$ cat config.mk
export PLATFORM = sky130hd
export DESIGN_NAME = sob_bus
export DESIGN_NICKNAME = d
export VERILOG_FILES = /design/src/design/sob_pkg.sv /design/src/design/sob_bus.sv
export VERILOG_INCLUDE_DIRS = /design/src /design/src/design
export SDC_FILE = /design/constraint.sdc
export NUM_CORES = 1
export LEC_CHECK = 0
export ABC_AREA = 1
export BUFFER_PORTS_ARGS = -buffer_cell sky130_fd_sc_hd__clkbuf_2
export CORE_MARGIN = 5
export CORE_UTILIZATION = 45
export DETAILED_ROUTE_END_ITERATION = 7
export PLACE_DENSITY_LB_ADDON = 0.1
export SYNTH_ARGS = -nofsm -noshare
export SYNTH_HDL_FRONTEND = slang
export SYNTH_SLANG_ARGS = --single-unit
$ cat constraint.sdc
create_clock -name clk_sys_i -period 1.92 [get_ports clk_sys_i]
set_input_delay 0.192 -clock clk_sys_i [delete_from_list [all_inputs] [get_ports clk_sys_i]]
set_output_delay 0.192 -clock clk_sys_i [all_outputs]
set_load 0.1 [all_outputs]
$ cat src/design/sob_defines.svh
// Purpose: constants of the shared pixel/control bus
// Assumes: included by the package and the bus module
// Notes:   bit indices of the synchronised pin vector are listed here too
`ifndef SOB_DEFINES_SVH
`define SOB_DEFINES_SVH

`define SOB_W        14
`define SOB_BLSB     6
`define SOB_NREG     8
`define SOB_REG_RST  8'h00
`define SOB_SER_BITS 5'h10
`define SOB_RB_BITS  4'h8
`define SOB_FIFO_D   2'h2
// synchronised pin vector layout
`define SOB_PIN_W    13
`define SOB_P_RSTN   12
`define SOB_P_OEB    11
`define SOB_P_STB    10
`define SOB_P_DNA    9
`define SOB_P_SCK    8

`endif

$ cat src/design/sob_pkg.sv
// Purpose: types of the shared pixel/control bus
// Assumes: sob_defines.svh gives the widths
// Notes:   phase codes are gray along the 4-transfer path
`include "sob_defines.svh"
package sob_pkg;
    typedef enum logic [1:0] {
        SOB_FMT_14 = 2'h0,
        SOB_FMT_8  = 2'h1,
        SOB_FMT_7  = 2'h2,
        SOB_FMT_4  = 2'h3
    } sob_fmt_t;

    typedef enum logic [1:0] {
        SOB_PH0 = 2'h0,
        SOB_PH1 = 2'h1,
        SOB_PH2 = 2'h3,
        SOB_PH3 = 2'h2
    } sob_ph_t;

    typedef struct packed {
        logic [`SOB_PIN_W-1:0]           sync1;
        logic [`SOB_PIN_W-1:0]           sync2;
        logic [`SOB_PIN_W-1:0]           prev;
        logic                            par_mode;
        logic [`SOB_NREG-1:0][7:0]       regs;
        logic [7:0]                      addr;
        logic [15:0]                     ser_sh;
        logic [4:0]                      ser_cnt;
        logic [7:0]                      rb_sh;
        logic [3:0]                      rb_cnt;
        logic [1:0][`SOB_W-1:0]          fifo;
        logic                            wr_ptr;
        logic                            rd_ptr;
        logic [1:0]                      cnt;
        logic                            busy;
        sob_ph_t                         phase;
        logic [`SOB_W-1:0]               cur;
        logic [`SOB_W-1:0]               pix;
        logic                            pix_vld;
        logic [`SOB_W-1:0]               bus;
        logic [`SOB_W-1:0]               oe;
    } sob_state_t;
endpackage

$ cat src/design/sob_bus.sv
// Purpose: shared 14-line pixel output and control bus of the digitiser
// Assumes: conversion words arrive on clk_sys_i; pins are asynchronous
// Notes:   pins pass two flops, so the bus reacts three cycles after a pin edge
`timescale 1ns/1ps
`include "sob_defines.svh"

// Contract
// [RQ1] output disable releases all fourteen lines
// [RQ2] 14-bit format: whole result at once
// [RQ3] 8-bit format: upper eight lines, two transfers
// [RQ4] 7-bit format: upper lines, two transfers
// [RQ5] 4-bit format: top four lines, four transfers
// [RQ6] parallel write: controller drives upper byte
// [RQ7] parallel read: device drives read-back byte
// [RQ8] serial read-back shifts out on top line
// [RQ9] reset input restores default register contents
// [RQ10] reset input selects serial or parallel control
// [RQ11] strobe level at reset release picks mode
// [RQ12] controller marks data high, address low
// [RQ13] strobe active low, serial enable active high
// [RQ14] multiplexed formats send most significant part first
module sob_bus (
    // clock, reset, enable
    input  wire logic                        clk_sys_i,
    input  wire logic                        srst_i,
    input  wire logic                        ce_i,
    // control pins
    input  wire logic                        reset_n_in_i,
    input  wire logic                        output_disable_in_i,
    input  wire logic                        enable_or_strobe_in_i,
    input  wire logic                        serial_in_or_data_addr_sel_i,
    input  wire logic                        serial_clk_or_direction_sel_i,
    // shared bus, three-signal form
    input  wire logic [`SOB_W-1:0]           shared_pixel_bus_i,
    output wire logic [`SOB_W-1:0]           shared_pixel_bus_o,
    output wire logic [`SOB_W-1:0]           shared_pixel_bus_oe_o,
    // conversion stream
    input  wire sob_pkg::sob_fmt_t           fmt_i,
    input  wire logic                        conv_valid_i,
    output wire logic                        conv_ready_o,
    input  wire logic [`SOB_W-1:0]           conv_data_i,
    // status towards the core
    output wire logic                        pix_valid_o,
    output wire logic                        par_mode_o,
    output wire logic [`SOB_NREG*8-1:0]      ctrl_regs_o
);
    import sob_pkg::*;

    sob_state_t q;
    sob_state_t d;
    logic       stall;
    logic       push;
    logic       pop;
    logic       last_now;

    function automatic logic is_last(sob_fmt_t f, sob_ph_t p);
        unique case (f)
            SOB_FMT_14: is_last = 1'b1;
            SOB_FMT_8,
            SOB_FMT_7:  is_last = (p == SOB_PH1);
            SOB_FMT_4:  is_last = (p == SOB_PH3);
        endcase
    endfunction

    function automatic sob_ph_t ph_next(sob_ph_t p);
        unique case (p)
            SOB_PH0: ph_next = SOB_PH1;
            SOB_PH1: ph_next = SOB_PH2;
            SOB_PH2: ph_next = SOB_PH3;
            SOB_PH3: ph_next = SOB_PH0;
        endcase
    endfunction

    // bus image of one transfer; most significant part always goes first
    function automatic logic [`SOB_W-1:0] slice(sob_fmt_t f, logic [`SOB_W-1:0] w,
                                                 sob_ph_t p);
        slice = '0;
        unique case (f)
            SOB_FMT_14: slice = w;
            SOB_FMT_8:  slice = (p == SOB_PH0) ? {w[13:6], 6'h00} : {w[5:0], 8'h00};
            SOB_FMT_7:  slice = (p == SOB_PH0) ? {w[13:7], 7'h00} : {w[6:0], 7'h00};
            SOB_FMT_4: begin
                unique case (p)
                    SOB_PH0: slice = {w[13:10], 10'h000};
                    SOB_PH1: slice = {w[9:6], 10'h000};
                    SOB_PH2: slice = {w[5:2], 10'h000};
                    SOB_PH3: slice = {w[1:0], 12'h000};
                endcase
            end
        endcase
    endfunction

    function automatic logic rise(sob_state_t s, int b);
        rise = s.sync2[b] & ~s.prev[b];
    endfunction

    // a parallel access owns the upper lines, so pixel output waits
    assign stall    = q.par_mode & ~q.sync2[`SOB_P_STB];
    assign last_now = is_last(fmt_i, q.phase);
    assign push     = ce_i & conv_valid_i & (q.cnt != `SOB_FIFO_D);
    assign pop      = ce_i & ~stall & (q.cnt != 2'h0) & (~q.busy | last_now);

    always_comb begin
        d = q;
        d.sync1 = {reset_n_in_i, output_disable_in_i, enable_or_strobe_in_i,
                   serial_in_or_data_addr_sel_i, serial_clk_or_direction_sel_i,
                   shared_pixel_bus_i[13:6]};
        d.sync2 = q.sync1;
        d.prev  = q.sync2;

        // two-entry buffer
        if (push) begin
            d.fifo[q.wr_ptr] = conv_data_i;
            d.wr_ptr         = ~q.wr_ptr;
        end
        if (pop) begin
            d.rd_ptr = ~q.rd_ptr;
        end
        unique case ({push, pop})
            2'b10:   d.cnt = q.cnt + 2'h1;
            2'b01:   d.cnt = q.cnt - 2'h1;
            default: d.cnt = q.cnt;
        endcase

        // [RQ14] msb part first
        if (stall) begin
            d.pix_vld = 1'b0;
        end else if (pop) begin
            // [RQ2] full word per sample
            d.cur     = q.fifo[q.rd_ptr];
            d.busy    = 1'b1;
            d.phase   = SOB_PH0;
            d.pix     = slice(fmt_i, q.fifo[q.rd_ptr], SOB_PH0);
            d.pix_vld = 1'b1;
        end else if (q.busy && !last_now) begin
            // [RQ3] [RQ4] [RQ5] further transfers
            d.phase   = ph_next(q.phase);
            d.pix     = slice(fmt_i, q.cur, ph_next(q.phase));
            d.pix_vld = 1'b1;
        end else begin
            d.busy    = 1'b0;
            d.pix_vld = 1'b0;
        end

        if (!q.sync2[`SOB_P_RSTN]) begin
            // [RQ9] defaults while held
            d.regs    = {`SOB_NREG{`SOB_REG_RST}};
            d.addr    = 8'h00;
            d.rb_cnt  = 4'h0;
            d.ser_cnt = 5'h00;
        end else if (rise(q, `SOB_P_RSTN)) begin
            // [RQ10] [RQ11] latch interface choice
            d.par_mode = q.sync2[`SOB_P_STB];
        end else if (q.par_mode) begin
            // [RQ6] [RQ12] write at strobe end
            if (rise(q, `SOB_P_STB) && !q.sync2[`SOB_P_SCK]) begin
                if (q.sync2[`SOB_P_DNA]) begin
                    d.regs[q.addr[2:0]] = q.sync2[7:0];
                end else begin
                    d.addr = q.sync2[7:0];
                end
            end
        end else begin
            if (rise(q, `SOB_P_SCK)) begin
                d.ser_sh = {q.ser_sh[14:0], q.sync2[`SOB_P_DNA]};
                if (q.ser_cnt != `SOB_SER_BITS) begin
                    d.ser_cnt = q.ser_cnt + 5'h01;
                end
                if (q.rb_cnt != 4'h0) begin
                    d.rb_sh  = {q.rb_sh[6:0], 1'b0};
                    d.rb_cnt = q.rb_cnt - 4'h1;
                end
            end
            // [RQ13] enable pulse ends a frame
            if (rise(q, `SOB_P_STB)) begin
                if (q.ser_cnt == `SOB_SER_BITS) begin
                    d.regs[q.ser_sh[10:8]] = q.ser_sh[7:0];
                end
                d.addr    = q.ser_sh[15:8];
                d.rb_sh   = q.regs[q.ser_sh[10:8]];
                d.rb_cnt  = `SOB_RB_BITS;
                d.ser_cnt = 5'h00;
            end
        end

        // pin drive, registered
        d.bus = q.pix;
        d.oe  = {`SOB_W{1'b1}};
        if (stall) begin
            // [RQ7] read-back on upper byte
            d.bus[13:6] = q.regs[q.addr[2:0]];
            // [RQ6] release upper byte
            d.oe[13:6]  = {8{q.sync2[`SOB_P_SCK]}};
        end
        if (!q.par_mode && q.rb_cnt != 4'h0) begin
            // [RQ8] serial read-back on line 13
            d.bus[13] = q.rb_sh[7];
        end
        if (q.sync2[`SOB_P_OEB]) begin
            // [RQ1] all lines released
            d.oe = '0;
        end
    end

    always_ff @(posedge clk_sys_i) begin
        if (srst_i) begin
            q          <= '0;
            q.par_mode <= 1'b1;
            q.phase    <= SOB_PH0;
        end else if (ce_i) begin
            q <= d;
        end
    end

    assign shared_pixel_bus_o    = q.bus;
    assign shared_pixel_bus_oe_o = q.oe;
    assign conv_ready_o          = (q.cnt != `SOB_FIFO_D);
    assign pix_valid_o           = q.pix_vld;
    assign par_mode_o            = q.par_mode;
    assign ctrl_regs_o           = q.regs;
endmodule

# Yosys cells after proc, flatten, opt, wreduce, memory -nomap -nowiden
# Cells that the tools add are included.
[word_totals]
reg_bits = 232
in_bits = 39
out_inout_bits = 95
elab_cells = 168
[op_classes]
add_sub_neg = 4
n_lt_le_gt_ge = 7
n_eq_ne = 25
mux = 51
bitwise_logic = 20
n_reduce_logical = 32
[op_table]
columns = ["operator", "count"]
rows = [
  ["$mux W72", 4],
  ["$pmux W14 S4", 3],
  ["$bwmux W64", 2],
  ["$mux W64", 2],
  ["$mux W105", 1],
  ["$mux W14", 7],
  ["$mux W33", 2],
  ["$mux W8", 7],
  ["$bmux W8 S3", 2],
  ["$demux W8 S3", 2],
  ["$bwmux W28", 1],
  ["$reduce_and A5 Y1", 4],
  ["$mux W17", 1],
  ["$mux W15", 1],
  ["$demux W14 S1", 1],
  ["$eq A2 B2 Y1 const B", 7],
  ["$mux W12", 1],
  ["$reduce_and A3 Y1", 4],
  ["$reduce_and A6 Y1", 2],
  ["$mux W5", 2],
  ["$not A1 Y1", 10],
  ["$reduce_bool A2 Y1", 5],
  ["$and A1 B1 Y1", 9],
  ["$ne A3 B1 Y1 const B", 3],
  ["28 further kinds", 56],
]

# Longest topological paths before layout
[depth]
word_depth = 14
depth_mapped = 12
mapped_depth_nobuf = 11

# Worst setup path after synthesis
# OpenSTA, ideal clock, no wires.
[synth_timing]
path_type = "reg2reg"
from = "register q, in the netlist par_mode_o"
to = "register q[61] in the netlist's numbering"
setup_ns = 0.119
arrival_time_ns = 2.526
required_time_ns = 1.801
slack_ns = -0.725
stages_incl_launch_ff = 12
path_buffers = 1
period_less_slack_ns = 2.645
path_cell_list = "dfxtp_1 > nand2_1 > nand2_2 > nor2_2 > nand2_2 > inv_2 > buf_2 > ha_1 > nor2_1 > nand2_1 > o21ai_0 > a21oi_1"
[synth_via]
elab_chain_cells = 8
word_cells_on_any_way = 10
classes_between = "eq/ne (2); mux (1); bitwise (5); reduce/logical (2)"
[synth_lines]
columns = ["item", "line", "rtl"]
rows = [
  ["start, declared", "sob_bus.sv:49", "sob_state_t q;"],
  ["$and A1 B1 Y1 (*)", "sob_bus.sv:98", "assign stall = q.par_mode & ~q.sync2[`SOB_P_STB];"],
  ["$not A1 Y1 (no line) (*)", "--", ""],
  ["$and A1 B1 Y1 (*) (3 in a row)", "sob_bus.sv:101", "assign pop = ce_i & ~stall & (q.cnt != 2'h0) & (~q.busy | last_now);"],
  ["net pop", "sob_bus.sv:53", "logic pop;"],
  ["$eq A2 B1 Y1 / $eq A2 B2 Y1 (equally long branches)", "sob_bus.sv:119", "unique case ({push, pop})"],
  ["$reduce_bool A2 Y1 (no line)", "--", ""],
  ["$reduce_and A2 Y1 (no line)", "--", ""],
]
# Mark *: on every way through the listed nets, which the timed path passes. The rest lies on a longest branch.
# A chain may end at the register's enable or synchronous reset.

# Worst setup path in the final report
[layout_timing]
from = "register q[119] in the netlist's numbering"
to = "register q, in the netlist ctrl_regs_o[44]"
[layout_via]
elab_chain_cells = 10
word_cells_on_any_way = 11
classes_between = "order compare (2); mux (8); reduce/logical (1)"
[layout_lines]
columns = ["item", "line", "rtl"]
rows = [
  ["$lt A3 B4 Y1 (implied by the code) / $ge A3 B1 Y1 (equally long branches)", "sob_bus.sv:177", "d.regs[q.ser_sh[10:8]] = q.ser_sh[7:0];"],
  ["$logic_and A1 B1 Y1 (implied by the code)", "sob_bus.sv:177", ""],
  ["$mux W8 (implied by the code)", "sob_bus.sv:177", ""],
  ["$demux W8 S3 (*)", "sob_bus.sv:177", ""],
  ["$bwmux W64 (*)", "sob_bus.sv:177", ""],
  ["$mux W64 (*)", "sob_bus.sv:176", "if (q.ser_cnt == `SOB_SER_BITS) begin"],
  ["$mux W72 (*)", "sob_bus.sv:175", "if (rise(q, `SOB_P_STB)) begin"],
  ["$mux W72 (*)", "sob_bus.sv:154", "end else if (q.par_mode) begin"],
  ["$mux W105 (*)", "sob_bus.sv:151", "end else if (rise(q, `SOB_P_RSTN)) begin"],
  ["$mux W72 (*)", "sob_bus.sv:145", "if (!q.sync2[`SOB_P_RSTN]) begin"],
]
# Mark *: on every way between the ends. The rest lies on a longest branch, timed or not. The select of a mux whose other input is x is not followed.

==> flow_summary.json <==
{
  "grt_max_degree": 85,
  "hold_violations": 0,
  "synth.most_common_cell": "nand2_1",
  "ys_warn_count": 0,
  "grt_pass1_vias": 11700,
  "dpl.hpwl_um": 30600,
  "fin_util_pct": 53.8,
  "crit_path_top_delay_cell": "dfxtp_1",
  "antenna_found_initial": 0,
  "ys_seq_area_share_pct": 34.3,
  "yosys-top-cells-count": "574 x nand2_1, 237 x inv_1, 217 x nor2_1",
  "fill_cells": 2770,
  "first_pass_iters": 5,
  "core_area_sq_mm": 0.0261,
  "cp_data_required_time_ps": 2360,
  "synth_edf_count": 0,
  "criticalPathCategory": "register to register",
  "power_mw": 12.8,
  "cp_cell_sequence": "inv_2, nor2_2, nand2_1, nand2_1, o21ai_0, nand2_1, buf_4, nand3_1, nand2_1, nor2_1",
  "min_path_type": "input port to register",
  "vias": 12676,
  "place_congestion": 0.990,
  "fp.dieW_um": 173,
  "clock_latency_ps": 550,
  "io_buffers": 127,
  "globalRouteOverflowTotal": 0,
  "num_rows": 59,
  "drv_cap": 0,
  "slew_headroom_pct": 56.3,
  "synth_area_leader_cell": "dfxtp_1",
  "async_flop_share_pct": 0,
  "path_max_fanout": 6,
  "vias_per_cell": 5.25,
  "drive_gt1_share_pct": 16.1,
  "rsz0062_at_grt": "false",
  "ios": 134,
  "synthFlopType": "dfxtp_1",
  "worstPathArrival_ps": 2240,
  "clock_path_buffers": 3,
  "initialDrtViolationCount": 1161,
  "cts_buffers": 25,
  "critPathMaxStageDelay_ps": 480,
  "synth.avg_cell_area_sq_um": 6.13,
  "netlist_instances": 1950,
  "clk_pin_slew_ps": 70,
  "powerDensity_mw_per_mm2": 908,
  "setup_viol": 0,
  "worst_slew_pin_slew_ps": 649,
  "layout.nets": 2108,
  "drv_slew": 0,
  "ys_types": 33,
  "crit_family": "simple AND/OR/NAND/NOR gates",
  "path_common_cell": "nand2_1",
  "fp.dieH_um": 173,
  "grt_usage_pct": 27.0,
  "status": "finished, final reports clean",
  "grt_pass1_wl_um": 65800,
  "die_area_sq_mm": 0.0299,
  "final_antenna_net_count": 0,
  "netlist.area_leader.share_pct": 34.3,
  "syn_to_final_growth_pct": 17.5,
  "cts-root-buf": "clkbuf_16",
  "finClkSkew_ps": 26.8,
  "avgRoutedWirePerCell_um": 17.4,
  "clock_sinks": 205,
  "critPathBufInv": 2,
  "totalWireLength_um": 41900,
  "htreeDepth": 1,
  "peakVddDrop_mv": 0.736,
  "endpoint_kind": "register",
  "max_freq_mhz": 558,
  "diodes": 0,
  "period_share_pct": 93.4,
  "initial_core_util_pct": 45.8,
  "synthTopCellsByArea": "dfxtp_1 34%, nand2_1 18%, inv_1 7.4%, nor2_1 6.8%, o21ai_0 6.7%",
  "cts_tree": "built",
  "p_leak_nw": 6.72,
  "synth_area_sq_mm": 0.0120,
  "synth_fp_nets": 1997,
  "finalCriticalPeriod_ps": 1790,
  "synth-seq-cells": 205,
  "startpoint_type": "register",
  "drc_errors": 0
}
through the flow:
step / std cells / setup TNS [ps] / hold WS, ps / worst slack [ps] / instance area (sq um)
finish: 2414 / 0 / 45.4 / 127 / 14100
global route: 2414 / 0 / 61.1 / 1.05 / 14100
CTS: 2414 / 0 / 24.3 / 30.5 / 14000
detailed placement: 2330 / -18480 / 422 / -350 / 12800
global placement: 2330 / -15470 / 419 / -298 / 12800
floorplan: 1950 / -124 / 327 / -124 / 12000
metal layers:
metal  vias to the layer above  GRT usage, %  part of all wire (%)
li1                       6266             -                     -
met1                      5752          39.2                    45
met2                       576          39.8                    41
met3                        82          6.38                    11
met4                         0          7.58                   3.0
met5                         -             0                     0
layout by cell type (no fill, tap or decap), types with 14 or more instances in the layout:
cell type	n
dfxtp_1	202
inv_2	14
buf_4	97
o22ai_1	23
nand3_1	141
a21oi_1	111
dlygate4sd3_1	27
nand4_1	25
o21ai_0	160
clkbuf_16	25
nor2_1	215
nand2_2	18
inv_1	237
clkbuf_2	127
nand2_1	570
kinds of logic after synthesis:
logic type | after synthesis | synth area share (%)
buffers and inverters | 434 | 16.9
xor gates and xnor gates | 3 | 0.220
adders and majority gates | 8 | 0.837
DFF | 205 | 34.3
AOI/OAI and AO/OA | 309 | 13.6
and+or+nand+nor | 991 | 34.2
worst paths after layout:
check,start,endpoint,slack (ps),cells past startpoint
setup / recovery,q[119],ctrl_regs_o[44],130,10
hold reg to reg,q[65],q[65],440,2
hold / removal,srst_i,q[72],50,4
setup reg to reg,q[119],ctrl_regs_o[44],130,10
where the power goes:
| group | switching [mW] | internal, mW |
|---|---|---|
| sequential | 0.205 | 4.51 |
| combinational | 2.48 | 0.671 |
| clock | 1.96 | 2.94 |
final cells by class:
class | count | area, sq um | share of cell area (%)
Sequential cell | 205 | 4110 | 29.3
Inverter | 254 | 956 | 6.80
Tap cell | 335 | 419 | 2.98
Clock inverter | 9 | 118 | 0.837
Timing Repair Buffer | 261 | 1820 | 12.9
Clock buffer | 36 | 737 | 5.24
Multi-Input combinational cell | 1314 | 5890 | 42.0
worst reg2reg max path, stage by stage (launching register included):
cell,delay [ps]
dfxtp_1,480
inv_2,70
nor2_2,190
nand2_1,100
nand2_1,70
o21ai_0,70
nand2_1,240
buf_4,190
nand3_1,140
nand2_1,110
nor2_1,40
what timing repair did:
item | CTS | global route
gates cloned | 3 | 0
buffers inserted | 9 | 0
setup endpoints to repair | 65 | 82
hold endpoints to repair | 41 | 0
pin swaps | 4 | 0
hold buffers | 27 | 0
gates resized for setup | 2 | 10
sequential cells by signal, indices dropped and copies added, names as in the netlist:
signal	cells
par_mode_o	1
ctrl_regs_o	64
pix_valid_o	1
q	91
d	32
shared_pixel_bus_o	14
shared_pixel_bus_oe_o	2
No activity file was read; power rests on OpenSTA's default activity.
